--- config.mk ---
export PLATFORM = sky130hd
export DESIGN_NAME = cstx_calibration_status
export DESIGN_NICKNAME = d
export VERILOG_FILES = /design/src/logic/cstx_sync2.v /design/src/logic/cstx_calibration_status.v
export VERILOG_INCLUDE_DIRS = /design/src /design/src/common
export SDC_FILE = /design/constraint.sdc
export NUM_CORES = 1
export LEC_CHECK = 0
export ABC_AREA = 1
export ABC_CLOCK_PERIOD_IN_PS = 1300
export BUFFER_PORTS_ARGS = -buffer_cell sky130_fd_sc_hd__buf_2
export CAP_MARGIN = 20
export CORE_ASPECT_RATIO = 1.5
export CORE_MARGIN = 4
export CORE_UTILIZATION = 49
export CTS_CLUSTER_SIZE = 20
export DETAILED_ROUTE_END_ITERATION = 16
export MAX_ROUTING_LAYER = met4
export PLACE_DENSITY = 0.86
export SLEW_MARGIN = 40
export SYNTH_ARGS = -nofsm -noshare
export SYNTH_HDL_FRONTEND = slang
export SYNTH_SLANG_ARGS = --single-unit
--- constraint.sdc ---
create_clock -name clk_i -period 1.3 [get_ports clk_i]
set_input_delay 0 -clock clk_i [delete_from_list [all_inputs] [get_ports clk_i]]
set_output_delay 0 -clock clk_i [all_outputs]
set_load 0.01 [all_outputs]
--- src/common/cstx_consts.vh ---
// Purpose: Offsets, field positions, reset values and timing counts for the transmit calibration block.
// Assumes: Byte-wide register port addressed by 8-bit register offsets.
// Notes: Definitions only.
`ifndef CSTX_CONSTS_VH
`define CSTX_CONSTS_VH

`define CSTX_ADDR_PORT_SELECT 8'h32
`define CSTX_ADDR_CAL_CONTROL 8'h34
`define CSTX_ADDR_PORT_STATUS 8'h35

`define CSTX_CAL_CONTROL_RESET 8'h00
`define CSTX_PORT_STATUS_RESET 8'h00
`define CSTX_PORT_SELECT_RESET 8'h00

`define CSTX_BIT_PERIODIC 0
`define CSTX_BIT_SINGLE 1
`define CSTX_BIT_INVERT 2
`define CSTX_BIT_PASS_MODE 3
`define CSTX_LEN_LSB 4
`define CSTX_LEN_MSB 5
`define CSTX_CAL_CONTROL_MASK 8'h3F

`define CSTX_BIT_STS_PASS 0
`define CSTX_BIT_STS_SYNC 1
`define CSTX_BIT_STS_PORT 4

`define CSTX_BIT_SEL_WRITE 0
`define CSTX_PORT_SELECT_MASK 8'h01

`define CSTX_LEN_BITS_00 17'h00400
`define CSTX_LEN_BITS_01 17'h01000
`define CSTX_LEN_BITS_10 17'h04000
`define CSTX_LEN_BITS_11 17'h08000

`endif

--- src/logic/cstx_sync2.v ---
// Purpose: Two-flop synchroniser for levels arriving from outside the clock domain.
// Assumes: Input is a level or a slow clock sampled by clk_i.
// Notes: The first stage is read only by the second stage.
`timescale 1ns/100ps
`default_nettype none
module cstx_sync2 #(
  parameter WIDTH = 1
) (
  input wire clk_i,              // System clock.
  input wire reset_i,            // Synchronous reset, active high.
  input wire [WIDTH-1:0] async_i, // Asynchronous levels.
  output reg [WIDTH-1:0] sync_o   // Synchronised levels.
);
  reg [WIDTH-1:0] meta;

  always @(posedge clk_i)
  begin
    if (reset_i)
    begin
      meta <= {WIDTH{1'b0}};
      sync_o <= {WIDTH{1'b0}};
    end
    else
    begin
      meta <= async_i;
      sync_o <= meta;
    end
  end
endmodule
`default_nettype wire

--- src/logic/cstx_calibration_status.v ---
// Purpose: Skew-calibration control and transmit-port status registers of the serial camera output.
// Assumes: Register port is a byte-wide strobe interface behind the I2C target; link clock sampled by clk_i.
// Notes: The calibration pattern is emitted one bit per rising edge of the sampled link clock.
// Functional notes
// - The length code 00, 01, 10, 11 selects a calibration sequence of 2^10, 2^12, 2^14 or 2^15 bits.
// - Pass mode 0 asserts pass if any enabled receive port has valid video, mode 1 only if all of them do.
// - The calibration pattern alternates starting with 0, and the invert bit makes it start with 1.
// - Writing 1 to the single bit requests one sequence and the bit clears itself once it is sent.
// - A single sequence waits for the next idle period of the serial output, never splitting a packet.
// - A single sequence has the same length as the periodic length setting.
// - With periodic enable set a sequence follows every Frame End packet, with it clear none is sent.
// - A read-only status bit reports the transmit port number, fixed at 0 for the only transmit port.
// - The synchronized status bit reads 0 while stream synchronization is disabled.
// - In asynchronous forwarding the pass bit shows that valid video is actively being delivered.
// - In asynchronous forwarding the pass bit clears when a transmission-stopping error is seen.
// - In synchronized forwarding the pass bit shows only that valid data is available for output.
// - Register writes to these transmit registers land only when the port-select register chooses this port; reads are not gated.
// - With initial calibration enabled a sequence is sent at initialization before any high-speed data.
`timescale 1ns/100ps
`default_nettype none
`include "cstx_consts.vh"
module cstx_calibration_status #(
  parameter RX_PORTS = 4
) (
  input wire clk_i,                    // 20 MHz system clock.
  input wire reset_i,                  // Synchronous reset, active high.
  input wire reg_wr_i,                 // Register write strobe, one cycle.
  input wire reg_rd_i,                 // Register read strobe, one cycle.
  input wire [7:0] reg_addr_i,         // Register offset.
  input wire [7:0] reg_wdata_i,        // Write data.
  output reg [7:0] reg_rdata_o,        // Read data, valid the cycle after reg_rd_i.
  output reg reg_rvalid_o,             // Read data valid pulse.
  input wire link_clk_i,               // Serial output bit clock, sampled.
  input wire tx_idle_i,                // Serial output is between packets.
  input wire frame_end_sent_i,         // One-cycle pulse when a Frame End packet has gone out.
  input wire tx_init_i,                // Transmitter initialization pulse.
  input wire initial_cal_enable_i,     // Initial calibration enable from the control register.
  input wire [RX_PORTS-1:0] rx_enabled_i, // Receive ports enabled for forwarding.
  input wire [RX_PORTS-1:0] rx_valid_i,   // Receive ports supplying valid video.
  input wire sync_forwarding_i,        // Synchronized forwarding selected.
  input wire streams_synced_i,         // Merged input streams are aligned.
  input wire tx_error_i,               // Error that interrupts transmission.
  output reg cal_active_o,             // Calibration sequence in progress.
  output reg cal_data_o,               // Calibration pattern bit.
  output reg hs_data_allowed_o         // High-speed data may be sent.
);
  localparam ST_IDLE = 2'b00;
  localparam ST_WAIT = 2'b01;
  localparam ST_SEND = 2'b10;

  reg [7:0] cal_control;
  reg [7:0] port_select;
  reg [1:0] state;
  reg [16:0] bit_count;
  reg link_prev;
  reg single_pending;
  reg periodic_pending;
  reg init_pending;
  reg cal_is_single;
  reg pass_state;
  reg sync_state;
  wire link_clk_s;
  wire [2:0] sync_levels;
  wire [RX_PORTS-1:0] valid_on_enabled;
  wire link_rise;
  wire any_valid;
  wire all_valid;
  wire pass_raw;
  wire wr_cal;
  wire wr_sel;
  wire seq_last;
  wire [16:0] len_bits;
  wire [RX_PORTS-1:0] valid_and_enabled;
  wire [7:0] status_word;
  // This block serves the only transmit port, so the reported port number is fixed at 0.
  localparam [0:0] TX_PORT_NUMBER = 1'b0;

  // The link clock, idle and stream-sync levels are synchronised before use.
  cstx_sync2 #(.WIDTH(3)) u_sync (
    .clk_i(clk_i),
    .reset_i(reset_i),
    .async_i({link_clk_i, tx_idle_i, streams_synced_i}),
    .sync_o(sync_levels)
  );
  assign link_clk_s = sync_levels[2];

  function [16:0] len_decode;
    input [1:0] code;
    begin
      case (code)
        2'b00: len_decode = `CSTX_LEN_BITS_00;
        2'b01: len_decode = `CSTX_LEN_BITS_01;
        2'b10: len_decode = `CSTX_LEN_BITS_10;
        default: len_decode = `CSTX_LEN_BITS_11;
      endcase
    end
  endfunction

  assign link_rise = link_clk_s & ~link_prev;
  // Each receive port is qualified by its own enable before the pass vote.
  genvar idx;
  generate
    for (idx = 0; idx < RX_PORTS; idx = idx + 1)
    begin : g_port
      assign valid_on_enabled[idx] = rx_valid_i[idx] | ~rx_enabled_i[idx];
      assign valid_and_enabled[idx] = rx_valid_i[idx] & rx_enabled_i[idx];
    end
  endgenerate
  assign any_valid = |valid_and_enabled;
  assign all_valid = (&valid_on_enabled) & (|rx_enabled_i);
  assign pass_raw = cal_control[`CSTX_BIT_PASS_MODE] ? all_valid : any_valid;
  // Control-register writes only land when the write-enable bit selects this single transmit port.
  assign wr_cal = reg_wr_i & (reg_addr_i == `CSTX_ADDR_CAL_CONTROL) & port_select[`CSTX_BIT_SEL_WRITE];
  assign wr_sel = reg_wr_i & (reg_addr_i == `CSTX_ADDR_PORT_SELECT);
  // The last bit of a sequence is the link edge that retires the count.
  assign seq_last = (state == ST_SEND) & link_rise & (bit_count == 17'h00001);
  assign len_bits = len_decode(cal_control[`CSTX_LEN_MSB:`CSTX_LEN_LSB]);
  assign status_word = {3'b000, TX_PORT_NUMBER, 2'b00, sync_state, pass_state};

  always @(posedge clk_i)
  begin
    if (reset_i)
    begin
      link_prev <= 1'b0;
    end
    else
    begin
      link_prev <= link_clk_s;
    end
  end

  // Port select and the control register.
  always @(posedge clk_i)
  begin
    if (reset_i)
    begin
      port_select <= `CSTX_PORT_SELECT_RESET;
      cal_control <= `CSTX_CAL_CONTROL_RESET;
    end
    else
    begin
      if (wr_sel)
      begin
        port_select <= reg_wdata_i & `CSTX_PORT_SELECT_MASK;
      end
      if (wr_cal)
      begin
        cal_control <= reg_wdata_i & `CSTX_CAL_CONTROL_MASK;
      end
      // A fresh write of 1 wins over the self-clear in the same cycle.
      if (seq_last && cal_is_single && !(wr_cal && reg_wdata_i[`CSTX_BIT_SINGLE]))
      begin
        cal_control[`CSTX_BIT_SINGLE] <= 1'b0;
      end
    end
  end

  // Read port: one cycle latency.
  // Offsets that belong to no register here read as zero rather than holding stale data.
  always @(posedge clk_i)
  begin
    if (reset_i)
    begin
      reg_rdata_o <= 8'h00;
      reg_rvalid_o <= 1'b0;
    end
    else
    begin
      reg_rvalid_o <= reg_rd_i;
      if (reg_rd_i)
      begin
        case (reg_addr_i)
          `CSTX_ADDR_PORT_SELECT: reg_rdata_o <= port_select;
          `CSTX_ADDR_CAL_CONTROL: reg_rdata_o <= cal_control;
          `CSTX_ADDR_PORT_STATUS: reg_rdata_o <= status_word;
          default: reg_rdata_o <= 8'h00;
        endcase
      end
    end
  end

  // Status bits.
  always @(posedge clk_i)
  begin
    if (reset_i)
    begin
      pass_state <= 1'b0;
      sync_state <= 1'b0;
    end
    else
    begin
      sync_state <= sync_forwarding_i & sync_levels[0];
      if (sync_forwarding_i)
      begin
        pass_state <= pass_raw;
      end
      else if (tx_error_i)
      begin
        pass_state <= 1'b0;
      end
      else
      begin
        pass_state <= pass_raw & hs_data_allowed_o;
      end
    end
  end

  // Calibration sequencer.
  always @(posedge clk_i)
  begin
    if (reset_i)
    begin
      state <= ST_IDLE;
      bit_count <= 17'h00000;
      single_pending <= 1'b0;
      periodic_pending <= 1'b0;
      init_pending <= 1'b0;
      cal_is_single <= 1'b0;
      cal_active_o <= 1'b0;
      cal_data_o <= 1'b0;
      hs_data_allowed_o <= 1'b0;
    end
    else
    begin
      case (state)
        ST_IDLE:
        begin
          cal_active_o <= 1'b0;
          if (single_pending || periodic_pending || init_pending)
          begin
            state <= ST_WAIT;
          end
        end
        ST_WAIT:
        begin
          // Waiting for idle keeps a sequence from splitting a packet.
          if (sync_levels[1])
          begin
            state <= ST_SEND;
            bit_count <= len_bits;
            cal_is_single <= single_pending & ~periodic_pending & ~init_pending;
            if (periodic_pending)
            begin
              periodic_pending <= 1'b0;
            end
            else if (init_pending)
            begin
              init_pending <= 1'b0;
            end
            else
            begin
              single_pending <= 1'b0;
            end
            cal_active_o <= 1'b1;
            cal_data_o <= cal_control[`CSTX_BIT_INVERT];
          end
        end
        ST_SEND:
        begin
          if (link_rise)
          begin
            // The pattern toggles per bit, so its phase is set by the first bit.
            cal_data_o <= ~cal_data_o;
            bit_count <= bit_count - 17'h00001;
            if (seq_last)
            begin
              state <= ST_IDLE;
              cal_active_o <= 1'b0;
              cal_data_o <= 1'b0;
              // A pending initial sequence still holds high-speed data back.
              if (!init_pending)
              begin
                hs_data_allowed_o <= 1'b1;
              end
            end
          end
        end
        default:
        begin
          state <= ST_IDLE;
        end
      endcase
      // Requests are recorded after the sequencer so a new request wins over a clear in the same cycle.
      if (wr_cal && reg_wdata_i[`CSTX_BIT_SINGLE])
      begin
        single_pending <= 1'b1;
      end
      if (frame_end_sent_i && cal_control[`CSTX_BIT_PERIODIC])
      begin
        periodic_pending <= 1'b1;
      end
      if (tx_init_i)
      begin
        init_pending <= initial_cal_enable_i;
        hs_data_allowed_o <= ~initial_cal_enable_i;
      end
    end
  end
endmodule
`default_nettype wire

=== Yosys cells after proc, flatten, opt, wreduce, memory -nomap -nowiden ===
Cells that the tools add are included.

* Bits in registers: 51
* Latch bits: 0
* Memory bits (writable): 0
* Bits in read-only memories: 0
* Input bits: 36
* Output and inout port bits: 12
* Memories: 0

* $add $sub $neg: 1
* $mul: 0
* Div/mod/pow operators: 0
* $lt $le $gt $ge: 0
* Equality and inequality tests: 16
* Shift-type cells: 0
* Muxes and demuxes: 38
* Bitwise logic cells: 28
* Reduce and logical (&&, ||, !) cells: 32

{| class="wikitable"
|+ Operators with widths
! operator !! number
|-
| 16-bit case mux with 3 select lines || 1
|-
| 17-bit 2-to-1 mux || 2
|-
| 17-bit case mux with 2 select lines || 1
|-
| 1-bit 2-to-1 mux || 26
|-
| 8-bit by 6-bit equality test with 1-bit output (second input constant) || 3
|-
| 4-bit AND reduction || 5
|-
| 2-bit nonzero test || 10
|-
| 6-bit case mux with 3 select lines || 1
|-
| 17-bit by 1-bit equality test with 1-bit output (second input constant) || 1
|-
| 17-bit by 1-bit subtractor with 17-bit output (second input constant) || 1
|-
| 1-bit AND || 15
|-
| 2-bit inequality test (second input constant) || 5
|-
| 1-bit inverter || 9
|-
| 2-bit 2-to-1 mux || 4
|-
| 4-bit OR reduction || 2
|-
| 2-bit by 1-bit inequality test with 1-bit output (second input constant) || 3
|-
| 2-bit case mux with 3 select lines || 1
|-
| 3-bit AND reduction || 2
|-
| 2-bit by 1-bit equality test with 1-bit output (second input constant) || 2
|-
| 2-bit equality test (second input constant) || 2
|-
| 1-bit logical AND || 4
|-
| 2-bit logical NOT || 2
|-
| 1-bit bitwise OR || 4
|-
| 2-bit AND reduction || 2
|-
| 6 further kinds || 7
|}

=== Longest topological paths before layout ===
Gate-level depths: netlist of the first run.

* Depth in word-level cells: 8
* Mapped depth: 11
* Depth with buffers taken out: 11

=== Modules after synthesis ===
A second synthesis of the first run with hierarchy kept.

* Cell total of the unflattened synthesis: 337
* Area, all modules: 2,384.8 um2

{| class="wikitable"
|+ Modules (own cells, without submodules)
! module !! times used !! cells an instance !! area an instance (um2) !! sequential area each (um2)
|-
| cstx_calibration_status || 1 || 319 || 2,219.6 || 860.8
|-
| cstx_sync2 || 1 || 18 || 165.2 || 120.1
|}

=== Worst setup path after synthesis of the first run ===
No wires, ideal clock.

* Kind: reg-to-reg
* From: register bit_count[0]
* To: register bit_count[12]
* Setup time: 70 ps
* Data arrival time: 1,206 ps
* Required time: 1,230 ps
* Path slack: 25 ps
* Cell stages (with the launch flop): 9
* Path buffers: 0
* Cells stage by stage: dfxtp_1 > inv_1 > ha_1 > nand2_1 > nor2_1 > nand3_1 > o21ai_0 > nand2_1 > a21oi_1

* Longest elaborated chain between the ends: 3

{| class="wikitable"
|+ Ends and longest elaborated chain
! what !! line !! text
|-
| start: declaration || cstx_calibration_status.v:54 || <nowiki>reg [16:0] bit_count;</nowiki>
|-
| start signal: assignment || cstx_calibration_status.v:240 || <nowiki>bit_count <= len_bits;</nowiki>
|-
| start signal: assignment || cstx_calibration_status.v:264 || <nowiki>bit_count <= bit_count - 17'h00001;</nowiki>
|-
| 17-bit by 1-bit subtractor with 17-bit output || cstx_calibration_status.v:264 ||
|-
| 17-bit 2-to-1 mux || cstx_calibration_status.v:260 || <nowiki>if (link_rise)</nowiki>
|-
| 17-bit case mux with 2 select lines || cstx_calibration_status.v:225 || <nowiki>case (state)</nowiki>
|}

No other way between the ends. The select of a mux whose other input is x is not followed.
A chain may end at the register's enable or synchronous reset.

=== Final worst setup path of the first run ===
* From: register bit_count[1]
* To: register bit_count[12]

The elaborated chain is that of the path after synthesis.

==> results.md, run 1 <==
| Step | Parameter | Value |
|---|---|---|
| run status | Run status | finished, violations left |
| run status | Violations in the final reports | negative hold slack, negative setup slack |
| power | Cell Int Power | 2.31 mW |
| synth | Post-synthesis cell area | 2290 um^2 |
| timing | Sum of negative setup slack | -0.828 ns |
| timing | Post-layout minimum cycle time | 1.47 ns |
| power | Leak pwr | 1.48 nW |
| global route | Global-route wire length before repair | 10200 um |
| place | Port-buffer cells | 43 |
| detailed routing | Vias | 2575 |
| global route | All-layer global routing usage | 22.1% |
| timing | Skew final | 0.00776 ns |
| layout | Most common cell after layout, fill and taps aside | sky130_fd_sc_hd__nand2_1 |
| synth | Synth Flop Type | sky130_fd_sc_hd__dfxtp_1 |
| layout | Total inserted antenna cells | 0 |
| power | Proportion of power drawn by combinational gates | 14.6% |
| detailed routing | DRC violations left | 0 |
| power | Total Power | 3.11 mW |
| setup path | Startpoint-to-endpoint class of the critical path | flop to flop |
| power | Power per unit of standard cell area | 940 nW/um^2 |
| setup path | Max Fanout on Critical Path | 5 |
| power | Share of power burned in the clock network | 35.3% |
| synth | Synthesized flop and latch total | 49 |
| layout | Nets@finish | 462 |
| synth | Syn Area/Cell | 6.90 um^2 |
| timing | PnR worst setup slack | -0.174 ns |
| floorplanning | Overall die area | 5850 um^2 |
| timing | Fmax | 678 MHz |
| detailed routing | Detailed-route wire length | 6760 um |
| synth | FFs w/ async S/R, synth | 0% |
| setup path | Crit path capture type | flop |
| detailed routing | Number of DRC markers in iteration 0 | 136 |
| place | HPWL reported at the end of detailed placement | 4190 um |
| global route | Via count of the first global-routing pass | 2441 |
| clocking | Clock insertion delay at the later pin of the skew report | 0.31 ns |
| timing | Final number of setup-violating endpoints | 11 |
| clocking | Max H-tree Level | 2 |
| detailed routing | Detailed Routing Iterations Pass 1 | 4 |
| power | IR Drop Worst-Case VDD | 0.627 mV |
| power | Net Sw Power | 803 uW |
| clocking | Deepest clock path buffer count | 2 |
| floorplanning | Initial core utilization | 50.4% |
| layout | Post-route insts no fill | 489 |
| layout | Layout Cell Area excl Fill | 3310 um^2 |
| place | DP Area | 2740 um^2 |
| global route | Residual overflow from global routing | 0 |
| synth | Post-synthesis cell type count | 33 |
| clocking | Clock tree from TritonCTS | done |
| clocking | Clock transition at the register clock pins on the worst setup and hold paths after CTS | 0.09 ns |
| layout | Share of final-layout standard cells stronger than drive strength 1 | 33.4% |
| floorplanning | Num rows | 30 |
| flow run | Number of maximum-capacitance violations | 0 |
| worst hold path | Hold Path Class | input pin to flop |
| place | Post-Place Setup Slack | -0.107 ns |
| place | Placed cells | 458 |
| detailed routing | Post-detailed-route count of antenna-violating nets | 0 |
| setup path | Crit start category | flop |
| synth | Cells after synthesis | 332 |
| global route | Largest net degree at the start of global routing | 21 |
| power | Switching power share of the total | 25.8% |
| floorplanning | Number of placed I/O pins | 48 |
| setup path | Arrival time at the worst endpoint | 1.72 ns |
| floorplanning | Total core area | 4540 um^2 |
| layout | Fill cell instance count of the final layout | 312 |
| clocking | CTS root buffer | sky130_fd_sc_hd__clkbuf_8 |
| timing | Setup repair after global routing missed its margin | yes |
| detailed routing | Vias/cell | 5.27 |
| place | Last weighted congestion value of the routability-driven placer | 0.846 |
| floorplanning | DIE WIDTH | 63.8 um |
| timing | Final clock period utilization by the worst path | 113% |
| synth | EDFF count, synth | 0 |
| layout | Area delta synth->final | 44.6% |
| setup path | Required time reported for the critical path endpoint | 1.54 ns |
| timing | Number of failing hold endpoints at the final stage | 1 |
| synth | Sequential area share after synthesis | 42.8% |
| layout | Highest-count cells in the layout ignoring fill and taps | 52 x sky130_fd_sc_hd__nand2_1, 43 x sky130_fd_sc_hd__dfxtp_1, 43 x sky130_fd_sc_hd__buf_2, 39 x sky130_fd_sc_hd__inv_1, 39 x sky130_fd_sc_hd__nor2_1 |
| clocking | # clock sinks | 49 |
| timing | Final Max Slew Viols | 0 |
| global route | Number of antenna violations at the first check in global routing | 0 |
| floorplanning | Vert. Die Dim | 91.7 um |
| synth | Yosys warning count | 0 |
| clocking | CTS Buf Count | 5 |
| detailed routing | Wire length per cell | 13.8 um |
| power | Part of the total power dissipated in sequential elements | 50.1% |
| timing | Hold slack final | -0.000214 ns |
| setup path | Register-to-register path setup slack | -0.17 ns |
==> final cells by class <==
type	count	area [um^2]	share of cell area, %
Tap cell	64	80.1	2.42
Clock inverter	2	38.8	1.17
Sequential cell	49	991	29.9
Multi-Input combinational cell	229	1320	39.9
Clock buffer	6	72.6	2.19
Inverter	49	194	5.86
Timing Repair Buffer	90	613	18.5
==> power by group through the flow <==
stage	clock network [mW]	logic, mW	registers, mW
detailed placement	0	0.341	1.59
floorplan	0	0.194	1.59
CTS	1.11	0.385	1.56
global route	1.18	0.498	1.56
finish	1.10	0.454	1.56
global placement	0	0.331	1.59
==> synthesized netlist by cell type (4+ instances only) <==
library cell               number  share of area [%]
sky130_fd_sc_hd__nand3_1       26                5.7
sky130_fd_sc_hd__a21oi_1       28                6.1
sky130_fd_sc_hd__nor3_1         9                2.0
sky130_fd_sc_hd__o21ai_0       24                5.2
sky130_fd_sc_hd__inv_1         46                7.5
sky130_fd_sc_hd__nand4_1        4                1.1
sky130_fd_sc_hd__clkbuf_1       4               0.66
sky130_fd_sc_hd__nor2_1        51                8.4
sky130_fd_sc_hd__dfxtp_1       49                 43
sky130_fd_sc_hd__nand2_1       58                9.5
sky130_fd_sc_hd__nor2_2         4                1.1
==> final timing paths <==
check	start	to	depth (start not counted)
max	bit_count[1]	bit_count[12]	11
min	reg_wr_i	port_select[0]	4
max reg2reg	bit_count[1]	bit_count[12]	11
min reg2reg	u_sync.meta[1]	u_sync.sync_o[1]	2
==> per-stage QoR <==
stage               utilization (%)  hold slack [ns]
floorplan                         -            0.107
global placement               60.4            0.199
detailed placement             60.4            0.209
CTS                            67.4        0.0000900
global route                   72.9          0.00908
finish                         72.9        -0.000214
==> critical path: stages, from the launching register on <==
cell                      delay, ns
sky130_fd_sc_hd__dfxtp_2       0.37
sky130_fd_sc_hd__inv_4         0.05
sky130_fd_sc_hd__buf_4         0.13
sky130_fd_sc_hd__ha_4          0.16
sky130_fd_sc_hd__buf_4         0.15
sky130_fd_sc_hd__inv_2         0.06
sky130_fd_sc_hd__nor2_1        0.04
sky130_fd_sc_hd__nand2_1       0.07
sky130_fd_sc_hd__nand2_1       0.06
sky130_fd_sc_hd__o21ai_1       0.09
sky130_fd_sc_hd__nand2_1       0.09
sky130_fd_sc_hd__a21oi_2       0.13
==> cell families (layout without fill, tap and decap cells) <==
kind of cell	Yosys count	in the layout	share of synthesized area, %
simple gates	159	159	30.1
compound gates	65	66	16.2
buf+inv	56	147	9.56
flops	49	49	42.8
fa+ha+maj	2	2	1.09
other cells	1	2	0.164
==> registers in the layout, summed over array words and instances (netlist names), 2 cells and up <==
register and flops:
state 2, u_sync.meta 3, cal_control 6, reg_rdata_o 6
bit_count 17, u_sync.sync_o 3
==> routing by layer <==
| layer | GRT usage [%] | wire length, um |
|---|---|---|
| met5 | - | 0 |
| met2 | 40.3 | 3660 |
| met3 | 4.29 | 381 |
| met1 | 21.1 | 2400 |
| met4 | 12.8 | 318 |
==> timing repair <==
action,CTS,global route
pin swaps,2,19
endpoints found under the hold margin,16,0
hold buffers,15,0
setup buffers,2,5
gates resized for setup,15,64
setup endpoints to repair,18,22
gates cloned,1,0
Power figures use the tool's default switching activity.
==> run 2: changes to the inputs <==
--- a/config.mk
+++ b/config.mk
@@ -21,3 +21,4 @@
 export SYNTH_ARGS = -nofsm -noshare
 export SYNTH_HDL_FRONTEND = slang
 export SYNTH_SLANG_ARGS = --single-unit
+export TNS_END_PERCENT = 30
==> run 2 against run 1 <==
Against the previous run:
- the run ends with negative setup slack left
- clock skew fell by 0.0023 ns
- wire length down 5.1%
- sequential power about the same
- maximum frequency up 2.8%
- highest routed layer unchanged
- global-route usage down 0.21 points
- largest cell class unchanged
- count of clock-buffer cells in the layout did not move
- clock power about the same
- worst hold slack improved by 0.0022 ns
==> results.md, run 2 (synthesized netlist as in run 1, its figures left out) <==
| Step | Parameter | Value | Delta |
|---|---|---|---|
| run status | Run status | finished, violations left |  |
| run status | Violations in the final reports | negative setup slack |  |
| timing | Number of failing hold endpoints at the final stage | 0 | -1 |
| place | Last weighted congestion value of the routability-driven placer | 0.846 | unchanged |
| setup path | Register-to-register path setup slack | -0.13 ns | +0.04 ns |
| setup path | Crit path capture type | flop |  |
| layout | Area delta synth->final | 39.8% |  |
| clocking | Clock insertion delay at the later pin of the skew report | 0.31 ns | about the same |
| floorplanning | Overall die area | 5850 um^2 | unchanged |
| detailed routing | Detailed Routing Iterations Pass 1 | 4 | unchanged |
| layout | Layout Cell Area excl Fill | 3200 um^2 | -3.3% |
| layout | Share of final-layout standard cells stronger than drive strength 1 | 29.6% | -3.8 points |
| power | Power per unit of standard cell area | 968 nW/um^2 | +3.0% |
| setup path | Capture point of the critical path | cal_active_o |  |
| clocking | Max H-tree Level | 2 | unchanged |
| power | Part of the total power dissipated in sequential elements | 50.3% | +0.2 points |
| floorplanning | Number of placed I/O pins | 48 | unchanged |
| setup path | Crit Reg-Reg Endpoint | cal_active_o |  |
| clocking | Deepest clock path buffer count | 2 | unchanged |
| clocking | CTS Buf Count | 5 | unchanged |
| detailed routing | Vias | 2529 | -1.8% |
| detailed routing | DRC violations left | 0 | unchanged |
| floorplanning | Vert. Die Dim | 91.7 um | unchanged |
| power | Switching power share of the total | 25.7% | -0.11 points |
| place | Post-Place Setup Slack | -0.107 ns | unchanged |
| floorplanning | Initial core utilization | 50.4% | unchanged |
| timing | Skew final | 0.00544 ns | -0.00232 ns |
| global route | Global-route wire length before repair | 10100 um | -1.0% |
| setup path | Crit Reg-Reg Startpoint | bit_count[1] |  |
| timing | PnR worst setup slack | -0.134 ns | +0.0403 ns |
| detailed routing | Post-detailed-route count of antenna-violating nets | 0 | unchanged |
| layout | Nets@finish | 459 | -0.65% |
| setup path | Arrival time at the worst endpoint | 1.63 ns | -0.09 ns |
| clocking | CTS root buffer | sky130_fd_sc_hd__clkbuf_8 |  |
| layout | Biggest register | bit_count |  |
| timing | Final clock period utilization by the worst path | 110% | -3.1 points |
| layout | Total inserted antenna cells | 0 | unchanged |
| clocking | Clock transition at the register clock pins on the worst setup and hold paths after CTS | 0.09 ns | about the same |
| global route | Largest net degree at the start of global routing | 21 | unchanged |
| power | Leak pwr | 1.44 nW | -2.6% |
| setup path | Start point of the critical path | bit_count[1] |  |
| floorplanning | Total core area | 4540 um^2 | unchanged |
| worst hold path | Hold Path Class | input pin to flop |  |
| setup path | Crit start category | flop |  |
| global route | All-layer global routing usage | 21.9% | -0.21 points |
| floorplanning | DIE WIDTH | 63.8 um | unchanged |
| global route | Residual overflow from global routing | 0 | unchanged |
| place | DP Area | 2740 um^2 | unchanged |
| timing | Final Max Slew Viols | 0 | unchanged |
| power | Cell Int Power | 2.31 mW | -0.30% |
| flow run | Number of maximum-capacitance violations | 0 | unchanged |
| layout | Highest-count cells in the layout ignoring fill and taps | 52 x sky130_fd_sc_hd__nand2_1, 46 x sky130_fd_sc_hd__dfxtp_1, 45 x sky130_fd_sc_hd__nor2_1, 43 x sky130_fd_sc_hd__buf_2, 41 x sky130_fd_sc_hd__inv_1 |  |
| clocking | Clock tree from TritonCTS | done |  |
| detailed routing | Vias/cell | 5.20 | -1.2% |
| timing | Post-layout minimum cycle time | 1.43 ns | -0.0403 ns |
| layout | Number of flip-flops in the largest register | 17 | unchanged |
| floorplanning | Num rows | 30 | unchanged |
| place | Port-buffer cells | 43 | unchanged |
| clocking | # clock sinks | 49 | unchanged |
| timing | Final number of setup-violating endpoints | 15 | +4 |
| setup path | Max Fanout on Critical Path | 3 | -2 |
| timing | Fmax | 697 MHz | +2.8% |
| global route | Number of antenna violations at the first check in global routing | 0 | unchanged |
| setup path | Required time reported for the critical path endpoint | 1.50 ns | -0.04 ns |
| timing | Hold slack final | 0.00200 ns | +0.00221 ns |
| power | Net Sw Power | 796 uW | -0.86% |
| timing | Setup repair after global routing missed its margin | yes |  |
| setup path | Startpoint-to-endpoint class of the critical path | flop to flop |  |
| power | Proportion of power drawn by combinational gates | 14.2% | -0.4 points |
| global route | Via count of the first global-routing pass | 2457 | +0.66% |
| place | HPWL reported at the end of detailed placement | 4190 um | unchanged |
| power | IR Drop Worst-Case VDD | 0.644 mV | +2.6% |
| detailed routing | Detailed-route wire length | 6410 um | -5.1% |
| layout | Largest regs | bit_count x17, cal_control x6, reg_rdata_o x6 |  |
| detailed routing | Number of DRC markers in iteration 0 | 94 | -31% |
| layout | Most common cell after layout, fill and taps aside | sky130_fd_sc_hd__nand2_1 |  |
| power | Share of power burned in the clock network | 35.6% | +0.3 points |
| setup path | Cell count of the worst reg-to-reg path | 11 | unchanged |
| detailed routing | Wire length per cell | 13.2 um | -4.5% |
[run 2: metal layers]
layer	up-vias	wire, um	global-route usage, %
li1	1250	-	-
met4	0	187	12.3
met2	83	3550	40.5
met1	1177	2330	20.5
met5	-	0	-
met3	19	347	4.29
[run 2: critical path, cell delays in order, from the launching register on]
cell	delay, ns
sky130_fd_sc_hd__dfxtp_2	0.34
sky130_fd_sc_hd__inv_2	0.08
sky130_fd_sc_hd__ha_4	0.13
sky130_fd_sc_hd__inv_2	0.03
sky130_fd_sc_hd__nor2_2	0.11
sky130_fd_sc_hd__nand2_2	0.09
sky130_fd_sc_hd__nor2_4	0.14
sky130_fd_sc_hd__nand3_2	0.10
sky130_fd_sc_hd__nand2_2	0.11
sky130_fd_sc_hd__nand2_1	0.06
sky130_fd_sc_hd__nand2_1	0.08
sky130_fd_sc_hd__a21oi_2	0.06
[run 2: how the worst min path moves through the flow]
stage,start,endpoint,slack [ns],cells past startpoint
finish,reg_wr_i,port_select[0],0.002,4
global route,reg_wr_i,port_select[0],0.009,4
CTS,reg_wr_i,port_select[0],0.00009,4
detailed placement,tx_idle_i,u_sync.meta[1],0.21,3
global placement,streams_synced_i,u_sync.meta[0],0.20,3
floorplan,streams_synced_i,u_sync.meta[0],0.11,2
[run 2: what timing repair did]
action / CTS / global route
setup buffers: 2 / 2
pin swaps: 1 / 15
hold buffers: 15 / 0
endpoints found under the hold margin: 16 / 0
cloned: 1 / 0
setup endpoints to repair: 18 / 24
gates resized for setup: 10 / 38
[run 2: cell type report]
cell class,instances,area (um^2)
timing repair buffer,87,583
sequential,49,985
inverter,49,185
multi-input combinational,229,1260
clock inverter,2,38.8
fill,339,1340
tap,64,80.1
clock buffer,6,72.6
[run 2: stage by stage]
stage | TNS [ns] | total power, mW | utilization (%) | std cells
2_1_floorplan | 0 | 1.78 | - | 333
4_1_cts | -0.324 | 3.05 | 67.1 | 484
5_1_grt | -2.61 | 3.24 | 70.5 | 486
3_5_place_dp | -0.871 | 1.93 | 60.4 | 458
6_report | -1.14 | 3.10 | 70.5 | 486
3_3_place_gp | -0.313 | 1.92 | 60.4 | 458
[run 2: power by group through the flow]
stage               Combinational [mW]  Clock, mW  Sequential (mW)
global placement                 0.331          0             1.59
CTS                              0.383       1.11             1.55
floorplan                        0.194          0             1.59
finish                           0.439       1.10             1.56
detailed placement               0.341          0             1.59
global route                     0.483       1.19             1.56
